File: config.mk
export PLATFORM = sky130hd
export DESIGN_NAME = spl_slave
export DESIGN_NICKNAME = d
export VERILOG_FILES = /design/src/rtl/spl_pkg.sv /design/src/rtl/spl_fifo.sv /design/src/rtl/spl_slave.sv
export SDC_FILE = /design/constraint.sdc
export NUM_CORES = 1
export LEC_CHECK = 0
export ABC_AREA = 1
export BUFFER_PORTS_ARGS = -buffer_cell sky130_fd_sc_hd__buf_2
export CORE_MARGIN = 4
export CORE_UTILIZATION = 48
export CTS_BUF_LIST = sky130_fd_sc_hd__clkbuf_4 sky130_fd_sc_hd__clkbuf_8 sky130_fd_sc_hd__clkbuf_16
export CTS_CLUSTER_SIZE = 28
export DETAILED_ROUTE_END_ITERATION = 10
export PLACE_DENSITY_LB_ADDON = 0.15
export SYNTH_ARGS = -nofsm -noshare
export SYNTH_HDL_FRONTEND = slang
export SYNTH_HIERARCHICAL = 1
export SYNTH_SLANG_ARGS = --single-unit
File: constraint.sdc
create_clock -name clk -period 8 [get_ports clk]
set_input_delay 1.6 -clock clk [delete_from_list [all_inputs] [get_ports clk]]
set_output_delay 1.6 -clock clk [all_outputs]
set_load 0.02 [all_outputs]
File: src/rtl/spl_pkg.sv
// Package of constants and types for the serial parameter link slave.
package spl_pkg;

	// ----------------------------------------
	// Control and value text characters
	// ----------------------------------------
	localparam logic [6:0] CH_STX = 7'h02;
	localparam logic [6:0] CH_ETX = 7'h03;
	localparam logic [6:0] CH_EOT = 7'h04;
	localparam logic [6:0] CH_ENQ = 7'h05;
	localparam logic [6:0] CH_ACK = 7'h06;
	localparam logic [6:0] CH_NAK = 7'h15;
	localparam logic [6:0] CH_DOT = 7'h2E;
	localparam logic [6:0] CH_ZERO = 7'h30;
	localparam logic [6:0] CH_MINUS = 7'h2D;

	// ----------------------------------------
	// Sizes and timing
	// ----------------------------------------
	localparam int ADDR_CHARS = 4;
	localparam int VAL_MAX = 12;
	localparam int VAL_IDX_W = 4;
	localparam int FIFO_DEPTH = 16;
	localparam int FIFO_WIDTH = 7;
	localparam int CLK_MHZ = 125;
	localparam int MASTER_TIMEOUT_MS = 160;
	localparam logic [2:0] GROUP_MAX = 3'h7;

	// ----------------------------------------
	// Carriers
	// ----------------------------------------
	typedef struct packed {
		logic [6:0] data;
		logic parity_err;
	} spl_rx_char_s;

	typedef struct packed {
		logic [6:0] code_hi;
		logic [6:0] code_lo;
	} spl_code_s;

	typedef enum logic [3:0] {
		ST_IDLE = 4'h0,
		ST_ADDR = 4'h1,
		ST_CMD = 4'h3,
		ST_CODE2 = 4'h2,
		ST_ENQ = 4'h6,
		ST_LOOK = 4'h7,
		ST_SEND = 4'h5,
		ST_WAIT = 4'h4,
		ST_WCODE1 = 4'hC,
		ST_WCODE2 = 4'hD,
		ST_WDATA = 4'hF,
		ST_WBCC = 4'hE,
		ST_WCHK = 4'hA,
		ST_DEAF = 4'hB
	} spl_state_e;

endpackage

File: src/rtl/spl_fifo.sv
// Parameterised valid/ready FIFO for outgoing characters.
`timescale 1ns/100ps
module spl_fifo #(
	parameter int WIDTH = 7,
	parameter int DEPTH = 16
) (
	input wire logic clk, // Clock.
	input wire logic rst, // Asynchronous reset.
	input wire logic ce, // Clock enable.
	input wire logic in_valid, // Write request.
	output logic in_ready, // Not full.
	input wire logic [WIDTH-1:0] in_data, // Write data.
	output logic out_valid, // Not empty.
	input wire logic out_ready, // Read request.
	output logic [WIDTH-1:0] out_data // Head word.
);
	localparam int AW = $clog2(DEPTH);
	logic [WIDTH-1:0] mem [DEPTH];
	logic [AW-1:0] wp;
	logic [AW-1:0] rp;
	logic [AW:0] cnt;
	logic wr;
	logic rd;

	assign in_ready = (cnt != (AW+1)'(DEPTH));
	assign out_valid = (cnt != '0);
	assign out_data = mem[rp];
	assign wr = in_valid && in_ready;
	assign rd = out_valid && out_ready;

	always_ff @(posedge clk) begin
		if (ce && wr) begin
			mem[wp] <= in_data;
		end
	end

	always_ff @(posedge clk or posedge rst) begin
		if (rst) begin
			wp <= '0;
			rp <= '0;
			cnt <= '0;
		end else if (ce) begin
			if (wr) begin
				wp <= wp + 1'b1;
			end
			if (rd) begin
				rp <= rp + 1'b1;
			end
			cnt <= cnt + (AW+1)'(wr) - (AW+1)'(rd);
		end
	end
endmodule

File: src/rtl/spl_slave.sv
// Character-level slave engine for the multidrop serial parameter link.
`timescale 1ns/100ps
// How it works
// [RULE_01] EOT resets link; next four chars are address.
// [RULE_02] Read: EOT, GG, UU, code, ENQ.
// [RULE_03] Group then unit digit, each sent twice.
// [RULE_04] Reply STX, code, value, ETX, BCC.
// [RULE_05] Shortest value text, no trailing zeros.
// [RULE_06] BCC is XOR after STX through ETX.
// [RULE_07] Master verifies BCC before trusting reply.
// [RULE_08] Unknown code on read answers single EOT.
// [RULE_09] NAK after reply resends same parameter.
// [RULE_10] ACK after reply sends next list parameter.
// [RULE_11] Master ends session with EOT.
// [RULE_12] Silent read on mismatch, parity, or disabled.
// [RULE_13] Master waits 160 ms before retrying.
// [RULE_14] Write: address then STX, code, value, ETX, BCC.
// [RULE_15] Master computes BCC over code through ETX.
// [RULE_16] Write checks all pass: update, send ACK.
// [RULE_17] Any failed write check sends NAK, discards.
// [RULE_18] Master may resend data part after NAK.
// [RULE_19] Silent write on mismatch, parity, or disabled.
// [RULE_20] Binary frame: start, 7 data, control, parity.
// [RULE_21] Binary frame ends one stop; control marks data.
// [RULE_22] Text frame: start, seven bits, parity, stop.
// [RULE_23] Group 0 to 7, unit 0 to F.
// [RULE_24] Unmatched slave ignores all until next EOT.
// [RULE_25] Continuations honoured only while connected.
module spl_slave #(
	parameter int VAL_W = spl_pkg::VAL_MAX
) (
	input wire logic clk, // Clock, 125 MHz.
	input wire logic rst, // Asynchronous reset, active high.
	input wire logic ce, // Clock enable; low freezes all state.
	input wire logic serial_link_enable, // Link enable from configuration.
	input wire logic [2:0] group_address_digit, // Own group digit.
	input wire logic [3:0] unit_address_digit, // Own unit digit.
	input wire logic rx_valid, // Received character strobe from the UART.
	input wire spl_pkg::spl_rx_char_s rx_char, // Received character and parity flag.
	output spl_pkg::spl_code_s prm_code, // Parameter code being accessed.
	output logic prm_rd_req, // Read lookup pulse for prm_code.
	output logic prm_next_req, // Advance to next list entry pulse.
	input wire logic prm_known, // Code readable, valid with prm_text.
	input wire logic [VAL_W*7-1:0] prm_text, // Value text, first char in low bits.
	input wire logic [spl_pkg::VAL_IDX_W-1:0] prm_len, // Raw text length.
	input wire spl_pkg::spl_code_s prm_next_code, // Code of the next list entry.
	output logic prm_wr_req, // Write check pulse.
	output logic [VAL_W*7-1:0] prm_wr_text, // Received value text.
	output logic [spl_pkg::VAL_IDX_W-1:0] prm_wr_len, // Received value length.
	input wire logic prm_wr_ok, // Writable and in range; answered one cycle after prm_wr_req.
	output logic tx_valid, // Character ready for the UART.
	input wire logic tx_ready, // UART accepts a character.
	output logic [6:0] tx_data, // Character to send.
	output logic connected // Connection established with this slave.
);
	import spl_pkg::*;

	// ----------------------------------------
	// State and storage
	// ----------------------------------------
	spl_state_e st;
	logic [2:0] acnt;
	logic [6:0] abuf [ADDR_CHARS];
	logic [VAL_IDX_W-1:0] tlen;
	logic [VAL_IDX_W-1:0] tpos;
	logic [6:0] bcc;
	logic [6:0] rbcc;
	logic [VAL_W*7-1:0] txt;
	logic [4:0] spos;
	logic rd_pending;
	logic f_in_ready;
	logic f_valid;
	logic [6:0] f_data;
	logic [VAL_IDX_W-1:0] trim_len;

	function automatic logic [6:0] hex_char(input logic [3:0] v);
		return (v < 4'hA) ? (CH_ZERO + 7'(v)) : (7'h37 + 7'(v));
	endfunction

	function automatic logic [6:0] char_at(input logic [VAL_W*7-1:0] t,
			input logic [VAL_IDX_W-1:0] i);
		return t[7*i +: 7];
	endfunction

	// Drops trailing fractional zeros and a bare decimal point.
	always_comb begin // [RULE_05]
		logic has_dot;
		has_dot = 1'b0;
		trim_len = prm_len;
		for (int i = 0; i < VAL_W; i++) begin
			if (VAL_IDX_W'(i) < prm_len && char_at(prm_text, VAL_IDX_W'(i)) == CH_DOT) begin
				has_dot = 1'b1;
			end
		end
		if (has_dot) begin
			for (int i = 0; i < VAL_W; i++) begin
				if (trim_len != '0 && char_at(prm_text, trim_len - 1'b1) == CH_ZERO) begin
					trim_len = trim_len - 1'b1;
				end
			end
			if (trim_len != '0 && char_at(prm_text, trim_len - 1'b1) == CH_DOT) begin
				trim_len = trim_len - 1'b1;
			end
		end
	end

	wire logic addr_ok = (abuf[0] == abuf[1]) && (abuf[2] == abuf[3]) && // [RULE_03]
		(abuf[0] == hex_char({1'b0, group_address_digit})) && // [RULE_23]
		(abuf[2] == hex_char(unit_address_digit));
	wire logic rx_eot = rx_valid && rx_char.data == CH_EOT;
	wire logic rx_bad = rx_valid && rx_char.parity_err; // [RULE_20] [RULE_21] [RULE_22]

	assign connected = (st == ST_WAIT);

	// ----------------------------------------
	// Protocol sequencer
	// ----------------------------------------
	always_ff @(posedge clk or posedge rst) begin
		if (rst) begin
			st <= ST_IDLE;
			acnt <= '0;
			for (int i = 0; i < ADDR_CHARS; i++) begin
				abuf[i] <= '0;
			end
			prm_code <= '0;
			prm_rd_req <= 1'b0;
			prm_next_req <= 1'b0;
			prm_wr_req <= 1'b0;
			prm_wr_text <= '0;
			prm_wr_len <= '0;
			tlen <= '0;
			txt <= '0;
			rbcc <= '0;
			spos <= '0;
			rd_pending <= 1'b0;
		end else if (ce) begin
			prm_rd_req <= 1'b0;
			prm_next_req <= 1'b0;
			prm_wr_req <= 1'b0;
			if (rx_eot) begin // [RULE_01]
				st <= ST_ADDR;
				acnt <= '0;
			end else begin
				unique case (st)
					ST_IDLE, ST_DEAF: begin
						st <= st; // [RULE_24]
					end
					ST_ADDR: begin
						if (rx_valid) begin
							abuf[acnt[1:0]] <= rx_char.data;
							acnt <= acnt + 3'h1;
							if (rx_bad) begin
								st <= ST_DEAF; // [RULE_12]
							end else if (acnt == 3'(ADDR_CHARS - 1)) begin
								st <= ST_CMD;
							end
						end
					end
					ST_CMD: begin
						if (!addr_ok || !serial_link_enable) begin
							st <= ST_DEAF; // [RULE_12] [RULE_19] [RULE_24]
						end else if (rx_valid) begin
							if (rx_bad) begin
								st <= ST_DEAF;
							end else if (rx_char.data == CH_STX) begin
								st <= ST_WCODE1; // [RULE_14]
								rbcc <= '0;
							end else begin
								prm_code.code_hi <= rx_char.data; // [RULE_02]
								st <= ST_CODE2;
							end
						end
					end
					ST_CODE2: begin
						if (rx_valid) begin
							prm_code.code_lo <= rx_char.data;
							st <= rx_bad ? ST_DEAF : ST_ENQ;
						end
					end
					ST_ENQ: begin
						if (rx_valid) begin
							if (rx_bad || rx_char.data != CH_ENQ) begin
								st <= ST_DEAF; // [RULE_12]
							end else begin
								prm_rd_req <= 1'b1;
								rd_pending <= 1'b1;
								st <= ST_LOOK;
							end
						end
					end
					ST_LOOK: begin
						// The lookup answers one cycle after the request.
						if (!prm_rd_req && !prm_next_req) begin
							txt <= prm_text;
							tlen <= trim_len;
							spos <= '0;
							rd_pending <= prm_known;
							st <= ST_SEND;
						end
					end
					ST_SEND: begin
						if (f_in_ready && (!rd_pending || spos == 5'(tlen) + 5'h4)) begin
							st <= rd_pending ? ST_WAIT : ST_IDLE; // [RULE_08] [RULE_25]
						end
						if (f_in_ready) begin
							spos <= spos + 5'h1;
						end
					end
					ST_WAIT: begin
						if (rx_valid && !rx_bad) begin
							if (rx_char.data == CH_NAK) begin
								spos <= '0; // [RULE_09]
								st <= ST_SEND;
							end else if (rx_char.data == CH_ACK) begin
								prm_code <= prm_next_code; // [RULE_10]
								prm_next_req <= 1'b1;
								st <= ST_LOOK;
							end else if (rx_char.data == CH_STX) begin
								st <= ST_WCODE1; // [RULE_18]
								rbcc <= '0;
							end
						end
					end
					ST_WCODE1: begin
						if (rx_valid) begin
							prm_code.code_hi <= rx_char.data;
							rbcc <= rbcc ^ rx_char.data; // [RULE_06]
							st <= rx_bad ? ST_DEAF : ST_WCODE2;
						end
					end
					ST_WCODE2: begin
						if (rx_valid) begin
							prm_code.code_lo <= rx_char.data;
							rbcc <= rbcc ^ rx_char.data;
							prm_wr_len <= '0;
							prm_wr_text <= '0;
							st <= rx_bad ? ST_DEAF : ST_WDATA;
						end
					end
					ST_WDATA: begin
						if (rx_valid) begin
							rbcc <= rbcc ^ rx_char.data;
							if (rx_bad) begin
								st <= ST_DEAF; // [RULE_19]
							end else if (rx_char.data == CH_ETX) begin
								st <= ST_WBCC;
							end else if (prm_wr_len != VAL_IDX_W'(VAL_W)) begin
								prm_wr_text[7*prm_wr_len +: 7] <= rx_char.data;
								prm_wr_len <= prm_wr_len + 1'b1;
							end
						end
					end
					ST_WBCC: begin
						if (rx_valid) begin
							if (rx_bad) begin
								st <= ST_DEAF; // [RULE_19]
							end else begin
								rd_pending <= (rx_char.data == rbcc); // [RULE_16]
								prm_wr_req <= (rx_char.data == rbcc);
								st <= ST_WCHK;
							end
						end
					end
					ST_WCHK: begin
						if (!prm_wr_req && f_in_ready) begin
							rd_pending <= 1'b0;
							st <= ST_WAIT; // [RULE_18]
						end
					end
				endcase
			end
		end
	end

	// ----------------------------------------
	// Reply composition
	// ----------------------------------------
	logic [VAL_IDX_W-1:0] vi;
	always_comb begin
		vi = VAL_IDX_W'(spos - 5'h3);
		f_data = CH_EOT;
		if (st == ST_WCHK) begin
			f_data = (rd_pending && prm_wr_ok) ? CH_ACK : CH_NAK; // [RULE_16] [RULE_17]
		end else if (!rd_pending) begin
			f_data = CH_EOT; // [RULE_08]
		end else if (spos == 5'h0) begin
			f_data = CH_STX; // [RULE_04]
		end else if (spos == 5'h1) begin
			f_data = prm_code.code_hi;
		end else if (spos == 5'h2) begin
			f_data = prm_code.code_lo;
		end else if (spos < 5'(tlen) + 5'h3) begin
			f_data = char_at(txt, vi);
		end else if (spos == 5'(tlen) + 5'h3) begin
			f_data = CH_ETX;
		end else begin
			f_data = bcc; // [RULE_06]
		end
	end

	assign f_valid = (st == ST_WCHK && !prm_wr_req) ||
		(st == ST_SEND && (rd_pending || spos == 5'h0));

	always_ff @(posedge clk or posedge rst) begin
		if (rst) begin
			bcc <= '0;
		end else if (ce && st == ST_SEND && f_in_ready) begin
			if (spos == 5'h0) begin
				bcc <= '0;
			end else if (spos < 5'(tlen) + 5'h4) begin
				bcc <= bcc ^ f_data; // [RULE_06]
			end
		end
	end

	spl_fifo #(.WIDTH(FIFO_WIDTH), .DEPTH(FIFO_DEPTH)) u_txq (
		.clk(clk),
		.rst(rst),
		.ce(ce),
		.in_valid(f_valid),
		.in_ready(f_in_ready),
		.in_data(f_data),
		.out_valid(tx_valid),
		.out_ready(tx_ready),
		.out_data(tx_data)
	);

	// ----------------------------------------
	// Checks
	// ----------------------------------------
	a_eot_resets: assert property (@(posedge clk) disable iff (rst) // [RULE_01]
		ce && rx_eot |=> st == ST_ADDR)
		else $error("EOT did not restart addressing.");
	a_deaf_quiet: assert property (@(posedge clk) disable iff (rst) // [RULE_24]
		st == ST_DEAF |-> !f_valid)
		else $error("Unmatched slave queued a character.");
	a_disabled_silent: assert property (@(posedge clk) disable iff (rst) // [RULE_12]
		ce && st == ST_CMD && !serial_link_enable && !rx_eot |=> st == ST_DEAF)
		else $error("Disabled link did not go silent.");
	a_stx_first: assert property (@(posedge clk) disable iff (rst) // [RULE_04]
		st == ST_SEND && rd_pending && spos == 5'h0 |-> f_data == CH_STX)
		else $error("Reply did not open with STX.");
	a_etx_before_bcc: assert property (@(posedge clk) disable iff (rst) // [RULE_04]
		st == ST_SEND && rd_pending && spos == 5'(tlen) + 5'h3 |-> f_data == CH_ETX)
		else $error("Reply value not closed by ETX.");
	a_unknown_eot: assert property (@(posedge clk) disable iff (rst) // [RULE_08]
		st == ST_SEND && !rd_pending |-> f_valid && f_data == CH_EOT)
		else $error("Unknown code not answered by EOT.");
	a_nak_repeat: assert property (@(posedge clk) disable iff (rst) // [RULE_09]
		ce && st == ST_WAIT && rx_valid && !rx_bad && rx_char.data == CH_NAK && !rx_eot
		|=> st == ST_SEND && spos == 5'h0)
		else $error("NAK did not restart the reply.");
	a_ack_next: assert property (@(posedge clk) disable iff (rst) // [RULE_10]
		ce && st == ST_WAIT && rx_valid && !rx_bad && rx_char.data == CH_ACK && !rx_eot
		|=> prm_next_req && st == ST_LOOK)
		else $error("ACK did not advance the list.");
	a_write_answer: assert property (@(posedge clk) disable iff (rst) // [RULE_17]
		st == ST_WCHK && !prm_wr_req && !(rd_pending && prm_wr_ok) |-> f_data == CH_NAK)
		else $error("Failed write not answered by NAK.");
endmodule

**Word level (Yosys, flattened, before mapping)**

Memories as Yosys holds them, arrays and structs flattened.
Index checks and enable logic that the tools add are counted.

- $add $sub $neg: 28
- Multipliers: 15
- Order comparisons: 18
- Eq/ne operators: 96
- Shift operators: 16
- Multiplexer cells: 145
- Bitwise gates (word level): 4
- Reduce and logical (&&, ||, !) cells: 96

Operators by type and width:

| operator | count |
|---|---|
| 84-bit by 8-bit variable part select with 7-bit output | 14 |
| 84-bit two-way mux | 5 |
| 4-bit two-way mux | 56 |
| 7-bit by 6-bit equality test with 1-bit output (second input constant) | 25 |
| 7-bit two-way mux | 25 |
| 84-bit one-hot mux with 2 select lines | 1 |
| 3-bit by 4-bit multiplier with 7-bit output (first input constant) | 15 |
| 84-bit bitwise mux | 1 |
| 7-bit by 34-bit variable shift with 84-bit output (first input constant) | 1 |
| 7-bit by 34-bit variable part select with 84-bit output | 1 |
| 4-bit nonzero test | 14 |
| 4-bit by 1-bit subtractor with 4-bit output (second input constant) | 13 |
| 4-bit one-hot mux with 12 select lines | 1 |
| 1-bit logical AND | 43 |
| 14-bit two-way mux | 3 |
| 7-bit one-hot mux with 3 select lines | 2 |
| 2-bit != test (second input constant) | 20 |
| 7-bit equality test | 5 |
| 1-bit two-way mux | 34 |
| 7-bit negation with 34-bit output | 1 |
| 3-bit != test (second input constant) | 10 |
| 28-bit bitwise mux | 1 |
| 5-bit two-way mux | 5 |
| 4-bit equality test (second input constant) | 6 |
| other kinds (62) | 116 |

- Bits in registers: 261
- RAM bits: 112
- Output and inout port bits: 114
- Memories kept: 1

Memories:

| memory | depth | width | rd ports | clocked after Yosys merged registers in | wr ports | line | text |
|---|---|---|---|---|---|---|---|
| u_txq.mem | 16 | 7 | 1 | 0 | 1 | spl_fifo.sv:18 | `logic [WIDTH-1:0] mem [DEPTH];` |

**Logic depth before layout (Yosys ltp)**

- Depth after elaboration: 99
- Depth in mapped cells: 214
- Depth with buffers taken out: 203

**Cells and area by module**

The synthesis kept the hierarchy.

Modules (own cells, without submodules):

| module | times used | cells each | area each (µm²) | seq. area each (µm²) |
|---|---|---|---|---|
| spl_slave | 1 | 3071 | 21167.8 | 6206.0 |
| spl_fifo | 1 | 579 | 5709.2 | 3688.5 |

**Least setup slack after synthesis**

No wires, ideal clock.

- Path kind: input to register
- Start: input port prm_len[0] (netlist name)
- End: register tlen[0]
- Setup time: 0.117 ns
- Arrival: 23.484 ns
- Path slack: -15.601 ns
- Stages: 200
- Buffers on the path: 22
- Cell sequence: inv_2 > buf_6 > ha_1 > buf_6 > buf_6 > nand2_1 > nand3_1 > nand2_1 > nand2_1 > nand3_2 > nand2_1 > inv_2 > nand3_2 > nand2_1 > nand2_2 > buf_6 > ha_1 > clkinv_1 > (+164 left out) > buf_6 > ha_1 > buf_6 > inv_1 > clkbuf_8 > nand2_1 > o21ai_0 > nand2_1 > nand2_2 > nand3_2 > nand2_1 > clkinv_2 > nor2_8 > nand2_2 > nand2_1 > nand3_1 > nand2_1 > nand2_1

- Longest elaborated chain between the ends: 91
- Elaborated cells between the ends (all ways): 140

RTL lines:

| item | line | text |
|---|---|---|
| from (decl) | spl_slave.sv:45 | `input wire logic [spl_pkg::VAL_IDX_W-1:0] prm_len,` |
| 4-bit by 1-bit subtractor with 4-bit output | spl_slave.sv:97, spl_slave.sv:98 |  |
| 3-bit by 4-bit multiplier with 7-bit output | spl_slave.sv:82 | `return t[7*i +: 7];` |
| 84-bit by 8-bit variable part select with 7-bit output | spl_slave.sv:82 |  |
| 7-bit by 6-bit equality test with 1-bit output | spl_slave.sv:97 | `if (trim_len != '0 && char_at(prm_text, trim_len - 1'b1) == CH_ZERO) begin` |
| 1-bit logical AND | spl_slave.sv:97 |  |
| 4-bit two-way mux | spl_slave.sv:97 |  |
| 4-bit two-way mux | spl_slave.sv:95 | `if (has_dot) begin` |
| 4-bit by 1-bit subtractor with 4-bit output | spl_slave.sv:97, spl_slave.sv:98 |  |
| (+75 left out) | -- |  |
| 4-bit two-way mux | spl_slave.sv:95 |  |
| 4-bit by 1-bit subtractor with 4-bit output | spl_slave.sv:101, spl_slave.sv:102 |  |
| 3-bit by 4-bit multiplier with 7-bit output | spl_slave.sv:82 |  |
| 84-bit by 8-bit variable part select with 7-bit output | spl_slave.sv:82 |  |
| 7-bit by 6-bit equality test with 1-bit output | spl_slave.sv:101 | `if (trim_len != '0 && char_at(prm_text, trim_len - 1'b1) == CH_DOT) begin` |
| 1-bit logical AND | spl_slave.sv:101 |  |
| 4-bit two-way mux | spl_slave.sv:101 |  |
| 4-bit two-way mux * | spl_slave.sv:95 |  |
| to (signal assigned) | spl_slave.sv:195 | `tlen <= trim_len;` |
| to (decl) | spl_slave.sv:64 | `logic [VAL_IDX_W-1:0] tlen;` |

Every way passes the cells marked *; elsewhere a longest branch is shown, timed or not. The select of a mux whose other input is x is not followed.
A chain may end at the register's enable or synchronous reset.

**Worst setup path after layout**

- Start: input port prm_len[1] (netlist name)
- End: register tlen[1]

The elaborated chain is that of the path after synthesis.

==> metrics.yaml <==
setup_path:
  cp.required_ns: 8.52
  cp_top_family: "simple AND/OR/NAND/NOR gates"
  path_class: "in -> reg"
  crit_start: "prm_len[1]"
  endpoint_kind: "register"
  cp.buffers_inverters: 42
  crit_path_top_delay_cell: "a2111o_1"
  rr_endpoint: "bcc[1]"
  worst_path_most_repeated_cell: "nand2_1"
  crit_path_start_kind: "input pin"
  cp_data_arrival_time_ns: 21.13
  worstReg2RegStart: "spos[0]"
  endpoint: "tlen[1]"
  crit_fanout: 12
  crit_path_max_incr_delay_ns: 0.42
  path_depth: 179
  rrSetupSlack_ns: 2.96
  rr_worst_depth: 16
floorplanning:
  ioPinCount: 239
  die_w_um: 245
  dieArea_um2: 59800
  core_um2: 55300
  die_h_um: 245
  start_util: 0.486
  rows: 86
synthesis:
  synth.ff_latch_count: 373
  syn_avg_cell_area_um2: 7.36
  yosysSeqAreaShare: 0.368
  synth_common_cells: "nand2_1, nand3_1, inv_1"
  synth_top_cell_area_share: 0.243
  synth_top_area_cell: "dfrtp_1"
  synth_nets: 3828
  synth_edf_count: 112
  ys_warn_count: 6
  synth.most_common_cell: "nand2_1"
  synthFlopType: "dfrtp_1"
  syn_area_um2: 26900
  synth_cells: 3650
  synthTopCellsByArea: "dfrtp_1, nand2_1, edfxtp_1, nand3_1, o21ai_0"
  synth-async-reset-ratio: 0.700
  synth_cell_type_count: 81
cts:
  cts_root_buf: "clkbuf_16"
  numCtsBuffers: 40
  path_clk_slew_ns: 0.06
  cts_sinks: 373
  clockBufferDepth: 3
  htree_levels: 2
  cts_tree: "built"
  cts_hold_buffers: 0
  clk-insertion-delay-late_ns: 0.60
routing:
  antenna_left: 0
  viasPerCell: 5.46
  drt-total-wl_um: 95800
  vias: 27900
  drtPass1Iterations: 6
  drtIter0Drc: 2595
  drc_errors: 0
  wl_per_cell_um: 18.7
sta:
  relSlewSlack: 0.135
  finalClockSkew_ns: 0.0480
  worstMarginPinSlew_ns: 1.28
  rsz0062_at_grt: "yes"
  min_period_over_period: 2.58
  finalCriticalPeriod_ns: 20.61
  setup_ws_ns: -12.61
  final_max_slew_viol_count: 0
  fmax_mhz: 48.5
  hold_viol_final: 0
  setup_violations: 4
global_routing:
  grt_use_total: 0.307
  grt_pass1_vias: 26200
  grt_max_degree: 178
  grt-ovfl-total: 0
  grt_pass1_wl_um: 148000
  antenna_found_initial: 2
place:
  place.gp.congestion: 1.02
  port_buffers: 238
  hpwl_um: 69700
min_path:
  hold_depth: 2
  hold_class: "reg -> reg"
cells_and_area:
  antenna_cells: 0
  syn2layout_area_growth_pct: 29.2
  final_core_util: 0.628
  fillerInstances: 5128
  drive_gt1_frac: 0.313
  nets: 4509
outcome:
  violations: "setup timing"
  status: "finished with violations"
job:
  cap_violations: 0
-- metrics by stage --
step	hold WS, ns	TNS (ns)	cell area, um2	cells	setup slack (ns)
3_3_place_gp	0.461	-51.25	31900	4946	-12.83
3_5_place_dp	0.467	-54.01	31900	4946	-13.52
5_1_grt	0.501	-55.46	34700	5111	-13.90
4_1_cts	0.482	-49.38	34100	5086	-12.35
2_1_floorplan	0.448	-53.83	27300	3650	-13.47
6_report	0.480	-50.37	34700	5111	-12.61
-- what timing repair did --
item | CTS | global route
gates resized for setup | 110 | 133
gates cloned | 10 | 2
endpoints found under the setup margin | 4 | 4
pin swaps | 86 | 129
setup buffers | 57 | 24
-- how the worst min path moves through the flow --
stage	start	to	slack, ns
finish	prm_wr_text[30]	prm_wr_text[30]	0.48
global route	txt[63]	txt[63]	0.50
CTS	txt[59]	txt[59]	0.48
detailed placement	txt[79]	txt[79]	0.47
global placement	txt[29]	txt[29]	0.46
floorplan	txt[22]	txt[22]	0.45
-- layout by cell type (no fill, tap or decap), types with 8 or more instances in the layout --
cell and instances:
nand3_1 376, a21oi_2 15, o21ai_1 40, clkbuf_4 19, nor2_4 10, clkinv_1 12, nand2_1 905, nand2_2 149
inv_1 388, o211ai_1 30, ha_1 39, or2_2 9, a21oi_1 76, nor3_1 45, inv_4 9, o22ai_1 19
ha_4 13, clkbuf_16 41, inv_2 32, inv_6 8, o21ai_2 29, edfxtp_1 112, buf_4 503, clkinv_2 8
buf_2 238, o31ai_1 15, dfrtp_1 261, nand3_4 17, xnor2_1 16, nor2_1 203, mux2_2 15, nand2_4 65
nand4_1 46, buf_6 21, nor4_1 21, o21ai_0 316, nand3_2 63, nor2_2 26, xor2_1 18
-- metal layers --
| layer | vias up | part of all wire | routed length (um) | track usage |
|---|---|---|---|---|
| li1 | 13400 | - | - | - |
| met1 | 13100 | 0.42 | 40200 | 0.419 |
| met2 | 1061 | 0.46 | 44200 | 0.501 |
| met3 | 283 | 0.069 | 6570 | 0.0336 |
| met4 | 2 | 0.051 | 4850 | 0.129 |
| met5 | - | 0.00014 | 13 | 0 |
-- tightest hold or removal path: stages, from the launching register on --
cell and delay, ns:
dfrtp_1 0.34, nand2_1 0.05, o21ai_0 0.05
-- area by class of cell --
| class | count | area (um2) | share of cell area |
|---|---|---|---|
| Multi-Input combinational cell | 2677 | 15200 | 0.436 |
| Sequential cell | 373 | 9890 | 0.285 |
| Timing Repair Buffer | 772 | 5410 | 0.156 |
| Inverter | 459 | 1920 | 0.0552 |
| Clock buffer | 61 | 1170 | 0.0337 |
| Tap cell | 748 | 936 | 0.0270 |
| Clock inverter | 13 | 181 | 0.00523 |
| Timing Repair inverter | 8 | 55.1 | 0.00159 |
-- logic make-up after synthesis --
| group | count (synthesis) | synth area share |
|---|---|---|
| AOI/OAI and AO/OA | 603 | 0.128 |
| xor gates and xnor gates | 36 | 0.0127 |
| adders and majority gates | 53 | 0.0250 |
| buffers and inverters | 600 | 0.104 |
| DFF | 373 | 0.368 |
| muxes | 15 | 0.00628 |
| and+or+nand+nor | 1970 | 0.355 |
-- state kept, by name, indices dropped and copies added (netlist names), 3 cells and up --
signal,cells
rbcc,7
txt,84
spos,5
prm_wr_len,4
bcc,7
u_txq/mem,112
prm_wr_text,84
prm_code,14
u_txq/rp,4
tlen,4
u_txq/cnt,5
u_txq/wp,4
acnt,3
abuf,28
st,4
Power is not shown: default switching activity piles up to over one toggle a cycle in this logic, so the estimate is an artifact.
